$ cat src/core/adc_ctrl_defs.svh
`ifndef ADC_CTRL_DEFS_SVH
`define ADC_CTRL_DEFS_SVH

// ==========================================================
// Register map (byte addresses)
`define CFG_OFFSET      12'h000
`define STATUS_OFFSET   12'h004
`define CONV_OFFSET     12'h008

// ==========================================================
// Configuration fields
`define CFG_USE_REG_BIT 0
`define CFG_PD_BIT      1
`define CFG_IMPULSE_BIT 2
`define CFG_RESET_VAL   3'h0

// ==========================================================
// Timing
`define CONV_TIME_NS    1000
`define CLK_PERIOD_NS   40
`define CONV_CYCLES     ((`CONV_TIME_NS + `CLK_PERIOD_NS - 1) / `CLK_PERIOD_NS)

`endif

$ cat src/core/adc_ctrl_pkg.sv
package adc_ctrl_pkg;
  typedef enum logic [2:0] {
    ST_IDLE    = 3'b001,
    ST_CONVERT = 3'b010,
    ST_ABORT   = 3'b100
  } conv_state_e;
endpackage

$ cat src/core/adc_power_reference_conversion_ctrl.sv
// The APB register port and the register offsets were chosen for this implementation.
`timescale 1ns/1ps
`default_nettype none
`include "adc_ctrl_defs.svh"

// What this block does
// [RULE1] Both reference power-down pins low enable bandgap, buffer and temperature sensor.
// [RULE2] Reference pin high, buffer pin low: bandgap off, buffer stays on.
// [RULE3] Each power-down pin switches off its own block.
// [RULE4] Temperature sensor on only while both power-down pins are low.
// [RULE5] Impulse mode: low-current state from conversion end through acquisition.
// [RULE6] Digital interface stays fully usable during acquisition and low power.
// [RULE7] Power-down pin high puts the converter into power-down.
// [RULE8] Power-down lets a running conversion finish; bus stays active.
// [RULE9] A configuration bit can select power-down instead of the pin.
// [RULE10] With configuration register in use the power-down pin is ignored.
// [RULE11] Falling edge of convert start begins a conversion.
// [RULE12] Running conversion ignores further starts and power-down until done.
// [RULE13] Convert start acts whatever the chip-select and read-enable levels.
// [RULE14] Reset rise aborts conversion; reset fall clears configuration register.
module adc_power_reference_conversion_ctrl
  import adc_ctrl_pkg::*;
#(
  parameter int CONV_CYCLES = `CONV_CYCLES
) (
  input  wire logic        pclk,
  input  wire logic        presetn,
  input  wire logic        psel,
  input  wire logic        penable,
  input  wire logic        pwrite,
  input  wire logic [11:0] paddr,
  input  wire logic [31:0] pwdata,
  output logic [31:0]      prdata,
  output logic             pready,
  output logic             pslverr,
  input  wire logic        internal_ref_powerdown,
  input  wire logic        ref_buffer_powerdown,
  input  wire logic        power_down_input,
  input  wire logic        convert_start_n,
  input  wire logic        chip_select_n,
  input  wire logic        read_enable_n,
  input  wire logic        device_reset,
  output logic             bandgap_en,
  output logic             buffer_en,
  output logic             temp_sensor_en,
  output logic             busy,
  output logic             conv_done,
  output logic             powered_down,
  output logic             low_current,
  output logic             bus_active
);
  // ==========================================================
  // Reference and sensor enables
  ref_mode_decode u_ref (
    .internal_ref_powerdown (internal_ref_powerdown),
    .ref_buffer_powerdown   (ref_buffer_powerdown),
    .bandgap_en             (bandgap_en),
    .buffer_en              (buffer_en),
    .temp_sensor_en         (temp_sensor_en)
  );

  // ==========================================================
  // Edge detection
  logic cnv_rise;
  logic cnv_fall;
  logic rst_rise;
  logic rst_fall;

  edge_detect #(.IDLE_LEVEL(1'b1)) u_cnv (
    .pclk    (pclk),
    .presetn (presetn),
    .sig     (convert_start_n),
    .rise    (cnv_rise),
    .fall    (cnv_fall)
  );

  edge_detect #(.IDLE_LEVEL(1'b0)) u_rst (
    .pclk    (pclk),
    .presetn (presetn),
    .sig     (device_reset),
    .rise    (rst_rise),
    .fall    (rst_fall)
  );

  // ==========================================================
  // APB decode
  logic [2:0]  cfg_q;
  logic [2:0]  cfg_d;
  logic [31:0] conv_count_q;
  logic        pd_q;
  conv_state_e state_q;
  conv_state_e state_d;
  logic [15:0] cnt_q;
  logic [15:0] cnt_d;

  wire apb_access = psel & penable;
  wire apb_write  = apb_access & pwrite;
  wire sel_cfg    = paddr == `CFG_OFFSET;
  wire sel_status = paddr == `STATUS_OFFSET;
  wire sel_conv   = paddr == `CONV_OFFSET;
  wire mapped     = sel_cfg | sel_status | sel_conv;

  // Zero-wait slave; bus never stalls, even while powered down
  assign pready  = 1'b1;                                        // RULE6 RULE8
  assign pslverr = apb_access & ~mapped;

  wire use_reg   = cfg_q[`CFG_USE_REG_BIT];
  wire impulse   = cfg_q[`CFG_IMPULSE_BIT];
  // Pin ignored when the register owns power-down
  wire pd_req    = use_reg ? cfg_q[`CFG_PD_BIT] : power_down_input;   // RULE9 RULE10

  wire [31:0] status_word = {25'h0, temp_sensor_en, buffer_en, bandgap_en,
                             low_current, powered_down, conv_done, busy};

  wire [31:0] read_mux = sel_cfg    ? {29'h0, cfg_q} :
                         sel_status ? status_word :
                         sel_conv   ? conv_count_q : 32'h0000_0000;
  wire        rd_setup = psel & ~penable & ~pwrite;

  // Captured in the setup cycle: a flop drives the bus, still with no wait state
  always_ff @(posedge pclk or negedge presetn) begin
    if (!presetn) begin
      prdata <= 32'h0000_0000;
    end else if (rd_setup) begin
      prdata <= read_mux;
    end
  end

  // ==========================================================
  // Configuration register
  always_comb begin
    cfg_d = cfg_q;
    if (apb_write && sel_cfg) begin
      cfg_d = pwdata[2:0];
    end
    if (rst_fall) begin
      cfg_d = `CFG_RESET_VAL;                                   // RULE14
    end
  end

  always_ff @(posedge pclk or negedge presetn) begin
    if (!presetn) begin
      cfg_q <= 3'h0;
    end else begin
      cfg_q <= cfg_d;
    end
  end

  // ==========================================================
  // Conversion state machine
  // Chip select and read enable are not looked at
  wire start_ok = cnv_fall & ~device_reset & ~pd_q;   // RULE11 RULE13
  wire last_cyc = cnt_q == 16'(CONV_CYCLES - 1);

  always_comb begin
    state_d = state_q;
    cnt_d   = cnt_q;
    unique case (state_q)
      ST_IDLE: begin
        cnt_d = 16'h0000;
        if (start_ok) begin
          state_d = ST_CONVERT;                                 // RULE11
        end
      end
      ST_CONVERT: begin
        // Further starts and power-down ignored here
        cnt_d = cnt_q + 16'h0001;                               // RULE12
        if (rst_rise) begin
          state_d = ST_ABORT;                                   // RULE14
        end else if (last_cyc) begin
          state_d = ST_IDLE;
        end
      end
      ST_ABORT: begin
        cnt_d = 16'h0000;
        if (!device_reset) begin
          state_d = ST_IDLE;
        end
      end
      default: begin
        state_d = ST_IDLE;
        cnt_d   = 16'h0000;
      end
    endcase
  end

  always_ff @(posedge pclk or negedge presetn) begin
    if (!presetn) begin
      state_q <= ST_IDLE;
      cnt_q   <= 16'h0000;
    end else begin
      state_q <= state_d;
      cnt_q   <= cnt_d;
    end
  end

  wire finishing = (state_q == ST_CONVERT) & last_cyc & ~rst_rise;

  // ==========================================================
  // Power state, done pulse, counter
  logic pd_d;
  // Power-down waits until no conversion runs
  assign pd_d = (state_q == ST_CONVERT) ? pd_q : pd_req;        // RULE7 RULE8 RULE12

  always_ff @(posedge pclk or negedge presetn) begin
    if (!presetn) begin
      pd_q         <= 1'b0;
      conv_done    <= 1'b0;
      conv_count_q <= 32'h0000_0000;
    end else begin
      pd_q      <= pd_d;
      conv_done <= finishing;
      if (rst_fall) begin
        conv_count_q <= 32'h0000_0000;
      end else if (finishing) begin
        conv_count_q <= conv_count_q + 32'h0000_0001;
      end
    end
  end

  assign busy         = state_q == ST_CONVERT;
  assign powered_down = pd_q;
  // Low current from conversion end through acquisition
  assign low_current  = pd_q | (impulse & ~busy);               // RULE5
  assign bus_active   = 1'b1;                                   // RULE6 RULE8

  // ==========================================================
  // Checks
  logic [15:0] busy_run_q;

  // Own count of busy cycles, so the length check does not reuse cnt_q
  always_ff @(posedge pclk or negedge presetn) begin
    if (!presetn) begin
      busy_run_q <= 16'h0000;
    end else if (busy) begin
      busy_run_q <= busy_run_q + 16'h0001;
    end else begin
      busy_run_q <= 16'h0000;
    end
  end
endmodule
`default_nettype wire

$ cat src/core/edge_detect.sv
`timescale 1ns/1ps
`default_nettype none
module edge_detect #(
  parameter logic IDLE_LEVEL = 1'b1
) (
  input  wire logic pclk,
  input  wire logic presetn,
  input  wire logic sig,
  output logic      rise,
  output logic      fall
);
  logic sig_q;

  // Starts at the pin's idle level, so leaving reset shows no false edge
  always_ff @(posedge pclk or negedge presetn) begin
    if (!presetn) begin
      sig_q <= IDLE_LEVEL;
    end else begin
      sig_q <= sig;
    end
  end

  assign rise = sig & ~sig_q;
  assign fall = ~sig & sig_q;
endmodule
`default_nettype wire

$ cat src/core/ref_mode_decode.sv
`timescale 1ns/1ps
`default_nettype none
module ref_mode_decode (
  input  wire logic internal_ref_powerdown,
  input  wire logic ref_buffer_powerdown,
  output logic      bandgap_en,
  output logic      buffer_en,
  output logic      temp_sensor_en
);
  // ==========================================================
  // Reference selection
  assign bandgap_en     = ~internal_ref_powerdown;                            // RULE1 RULE2
  assign buffer_en      = ~ref_buffer_powerdown;                              // RULE3
  assign temp_sensor_en = ~internal_ref_powerdown & ~ref_buffer_powerdown;    // RULE4
endmodule
`default_nettype wire

$ cat config.mk
export PLATFORM = sky130hd
export DESIGN_NAME = adc_power_reference_conversion_ctrl
export DESIGN_NICKNAME = d
export VERILOG_FILES = /design/src/core/adc_ctrl_pkg.sv /design/src/core/adc_power_reference_conversion_ctrl.sv /design/src/core/edge_detect.sv /design/src/core/ref_mode_decode.sv
export VERILOG_INCLUDE_DIRS = /design/src /design/src/core
export SDC_FILE = /design/constraint.sdc
export NUM_CORES = 1
export LEC_CHECK = 0
export BUFFER_PORTS_ARGS = -buffer_cell sky130_fd_sc_hd__buf_2
export CAP_MARGIN = 20
export CORE_ASPECT_RATIO = 0.7
export CORE_MARGIN = 2
export CORE_UTILIZATION = 54
export CTS_CLUSTER_SIZE = 25
export DETAILED_ROUTE_END_ITERATION = 16
export MAX_ROUTING_LAYER = met4
export PLACE_DENSITY_LB_ADDON = 0.2
export SYNTH_ARGS = -nofsm -noshare
export SYNTH_HDL_FRONTEND = slang
export SYNTH_SLANG_ARGS = --single-unit
$ cat constraint.sdc
create_clock -name pclk -period 2.4 [get_ports pclk]
set_input_delay 0.36 -clock pclk [delete_from_list [all_inputs] [get_ports pclk]]
set_output_delay 0.36 -clock pclk [all_outputs]
set_load 0.05 [all_outputs]
* Yosys cells after proc, flatten, opt, wreduce, memory -nomap -nowiden
Index checks and enable logic that the tools add are counted.
** Storage, ports and cells
- Register bits :: 90
- Bits in latches :: 0
- RAM bits :: 0
- Memory bits (read-only) :: 0
- Input bits :: 56
- Word-level logic and storage cells :: 67
- Memories kept :: 0
** Cells by class
- Add/subtract/negate cells :: 2
- Multiply operators :: 0
- Div/mod/pow operators :: 0
- $lt $le $gt $ge :: 0
- Equal/unequal tests :: 9
- Shifts and indexed selects :: 0
- Muxes and demuxes :: 14
- Bitwise gates (word level) :: 28
- Reduce and logical (&&, ||, !) cells :: 5
** Operators by type and width (number)
- $mux 32 :: 5
- $add 32x1->32 const B :: 1
- $mux 3 :: 6
- $add 16x1->16 const B :: 1
- $eq 16x5->1 const B :: 1
- $mux 16 :: 1
- $and 1x1->1 :: 14
- $eq 12x3->1 const B :: 1
- $eq 12x4->1 const B :: 1
- $logic_not 12->1 :: 1
- $not 1->1 :: 11
- $pmux 3 s3 :: 1
- $ne 2x2->1 const B :: 2
- $reduce_bool 2->1 :: 2
- $eq 3x1->1 const B :: 1
- $eq 3x2->1 const B :: 1
- $eq 3x3->1 const B :: 1
- $ne 3x1->1 const B :: 1
- $or 1x1->1 :: 3
- $reduce_and 3->1 :: 1
- $logic_and 1x1->1 :: 1
- $mux 1 :: 1

* Depth between registers and ports, before layout
- Depth in word-level cells :: 6
- Gate-level depth with buffers :: 8

* Cells and area by module
Synthesis repeated with hierarchy kept, for this count alone.
** Second synthesis, totals
- Cell total of the unflattened synthesis :: 416
- Area total of the unflattened synthesis :: 4315.4 µm²
** Modules (own cells, without submodules)
- adc_power_reference_conversion_ctrl :: times used 1, cells each 407, area each 4222.8 µm², seq. area each 2203.4 µm²
- edge_detect at u_cnv :: times used 1, cells each 3, area each 41.3 µm², seq. area each 26.3 µm²
- edge_detect at u_rst :: times used 1, cells each 3, area each 40.0 µm², seq. area each 25.0 µm²
- ref_mode_decode :: times used 1, cells each 3, area each 11.3 µm², seq. area each 0.0 µm²

* Least setup slack after synthesis
OpenSTA, ideal clock, no wires.
- Kind :: register to register
- Start point :: register state_q[2]
- End point :: register conv_count_q[31]
- Setup time :: 78 ps
- Arrival time :: 2188 ps
- Data required time :: 2322 ps
- Slack :: 134 ps
- Cell stages (with the launch flop) :: 8
- Clock period less this slack :: 2266 ps
- Path through :: dfrtp_1 > or3b_1 > buf_6 > inv_2 > and3_1 > nand4_2 > or4_1 > a21oi_1
** Between the ends
- Word-level cells in the longest chain between the ends :: 4
** RTL lines
- start, declared :: RTL line adc_power_reference_conversion_ctrl.sv:91 : conv_state_e state_q;
- start signal, assigned :: RTL line adc_power_reference_conversion_ctrl.sv:192 : state_q <= state_d;
- $eq 3x2->1
- named net busy :: RTL line adc_power_reference_conversion_ctrl.sv:46 : output logic busy,
- $and 1x1->1 (2 in a row) :: RTL line adc_power_reference_conversion_ctrl.sv:197 : wire finishing = (state_q == ST_CONVERT) & last_cyc & ~rst_rise;
- $reduce_bool 2->1 (no line)
- end signal, assigned :: RTL line adc_power_reference_conversion_ctrl.sv:216 : conv_count_q <= conv_count_q + 32'h0000_0001;
- end, declared :: RTL line adc_power_reference_conversion_ctrl.sv:89 : logic [31:0] conv_count_q;
The timed path passes the listed nets, and every way through them passes these cells.
A chain may end at the register's enable or synchronous reset.

* Worst setup path after layout
- Start point :: register state_q[2]
- End point :: register conv_count_q[28]
** Between the ends
- Word-level cells in the longest chain between the ends :: 4
** RTL lines (RTL line)
- $eq 3x2->1 :: adc_power_reference_conversion_ctrl.sv:197
- $and 1x1->1 (2 in a row) :: adc_power_reference_conversion_ctrl.sv:197
- $reduce_bool 2->1 (no line)
No other way between the ends.

==> metrics <==
R2R cell count=5; drt first pass iters=5; CTS clock-pin slew for the worst setup and hold paths=0.06 ns; Worst setup EP type=flop; vias in the first global route=3475; max-slew violations=0; critical path type=flop to flop; Avg Cell Area, Syn=10.07 um^2; RSZ-0062 raised after global routing=no; Synth area leaders=dfrtp_1, a22o_1, nor2_1; Synth top cells by count=dfrtp_1, nor2_1, nand2_1, a21oi_1, a22o_1; leakage power=roughly 2.4 nW; largest net degree at the start of global routing=44; Initial Utilization=0.5536; setup tns final=0 ns; GPL Wtd Cong=about 0.88; area leader, netlist=dfrtp_1; Layout Nets=562; max frequency=441.1 MHz; Final Skew=0.006152 ns; Worst-Margin Slew=about 0.76 ns; htree depth=3; Fill cells=620; clock buffer depth=2; share of cells above drive strength 1=0.2126; Worst Setup EP=conv_count_q[28]; Ports=98; routed wire length=~10000 um; WL per Instance=roughly 16 um; CTS tree=done; crit path from=state_q[2]; cell with the most instances after synthesis=dfrtp_1; pwr/cell area=602.6 mW/mm^2; status=finished, final reports clean; post-synthesis sequential area ratio=0.5219; multi-input combinational cell area=between 0.0015 and 0.002 mm^2; Buffers on Ports=64; Yosys reg bits=90; Synth top area share=0.5097; setup violators final=0; Register Area=~0.0023 mm^2; Final Util=0.6603; DRC Markers=0; Routed Antenna Nets=0; Die Wd=110.9 um; first-pass GRT wire length=16810 um; CP required=2.66 ns; post-synth cell types=46; ys async rst share=1.000; clk sinks=90; 1st-iter DRT viols=between 200 and 250; Syn. warnings=0; Synth Flop Type=dfrtp_1; Worst setup SP type=flop; post-cts sizing count=0; core area=just under 0.008 mm^2; min Tclk post-route=2.267 ns; Hold Vio Cnt, Final=0; R2R Path End=conv_count_q[28]; worst-path fanout max=6; hold_buf cts=0; post-placement setup slack=around 0.11 ns; maxcap violations=0; antenna violations before repair=0; Via-to-Cell Ratio=just under 6; Max IR drop VDD=0.0003927 V; CTS Buf Count=9; CP arrival=2.53 ns; num rows=27; HP Class=primary input to asynchronous set/reset pin; DP Wirelength=7108 um; Setup WS post-layout=0.1330 ns; Post-Syn Area=0.004320 mm^2; Slew headroom=0.4868; GR Overflow Total=0; Reg2Reg Launch Point=state_q[2]; Die Height=around 79 um; Syn Inst Count=429; R2R Setup Slk=0.13 ns; root buffer cell=clkbuf_16; post-CTS setup buffer count=0; number of diodes=0; Post-synth EDFFs=0; Tot GR Track Use=0.2480; synthesis-to-layout area growth=19.26%; worst skew pair latency=0.34 ns; die area=0.008744 mm^2; Final Cycle Share=0.9446; routed vias=around 3600
## how the worst min path moves through the flow
stage            start          endpoint  slack [ns]  cells after the start
5_1_grt        presetn  conv_count_q[29]        0.05                      1
3_5_place_dp   presetn        prdata[27]        0.39                      1
2_1_floorplan  presetn          cfg_q[0]        0.06                      0
4_1_cts        presetn        prdata[30]        0.03                      1
3_3_place_gp   presetn        prdata[27]        0.38                      1
6_report       presetn  conv_count_q[31]       0.009                      1
## placed cells by master, fill, tap and decap left out, drive strengths merged, types with 9 or more instances in the layout
master,count
o31ai,14
dfrtp,88
and3,9
nor2,49
clkbuf,14
nand2,33
nor4,11
mux2i,9
a22o,25
xnor2,11
a21oi,25
or3,12
nand4,19
xor2,11
o21ai,13
buf,83
inv,11
nand3,16
## kinds of logic after synthesis
family	count (synthesis)	synth area share
AO/OA/AOI/OAI	90	0.1425
XOR/XNOR	22	0.04460
adder cells (fa/ha/maj)	3	0.008689
buffers and inverters	32	0.03127
flip-flops	90	0.5219
multiplexers	9	0.02085
other	1	0.0008680
AND/OR/NAND/NOR	182	0.2294
## metal layers
layer	wire (um)	share of wire	vias to the layer above	global-route usage
met2	4499	0.45	145	0.3724
met1	4780	0.48	1745	0.3407
met3	642	0.064	14	0.07176
met5	0	0	-	-
li1	-	-	1712	-
met4	102	0.010	0	0.05375
## worst max-delay path, cell delays in order, from the launching register on
cell	delay, ns
dfrtp_1	0.42
or3b_1	0.50
nor4b_4	0.44
nand3_4	0.14
or4_1	0.52
a21oi_1	0.16
## sequential cells by signal, indices dropped and copies added, names as in the netlist
register      flops
u_cnv.sig_q       1
cfg_q             3
cnt_q            16
prdata           32
conv_count_q     32
state_q           3
powered_down      1
u_rst.sig_q       1
conv_done         1
## cell type report
cell class / instances / share of cell area
clock buffer: 14 / 0.05318
clock inverter: 2 / 0.006799
inverter: 11 / 0.008014
multi-input combinational: 308 / 0.3771
sequential: 90 / 0.4376
tap: 101 / 0.02453
timing repair buffer: 83 / 0.09276
## metrics by stage
stage               std cells  instance area [um^2]  power (mW)  hold slack, ns
floorplan                 430                  4324       1.619         0.06441
finish                    609                  5152       3.105        0.008882
CTS                       609                  5151       3.130         0.02599
global route              609                  5152       3.224         0.04801
detailed placement        593                  4842       1.693          0.3904
global placement          593                  4842       1.690          0.3798
## where the power goes
| part | leakage (nW) | switching [mW] | internal [mW] |
|---|---|---|---|
| combinational | 0.972 | 0.100 | 0.0369 |
| sequential | 1.25 | 0.00457 | 1.52 |
| clock | 0.153 | 0.550 | 0.891 |
No activity file was read; power rests on OpenSTA's default activity.
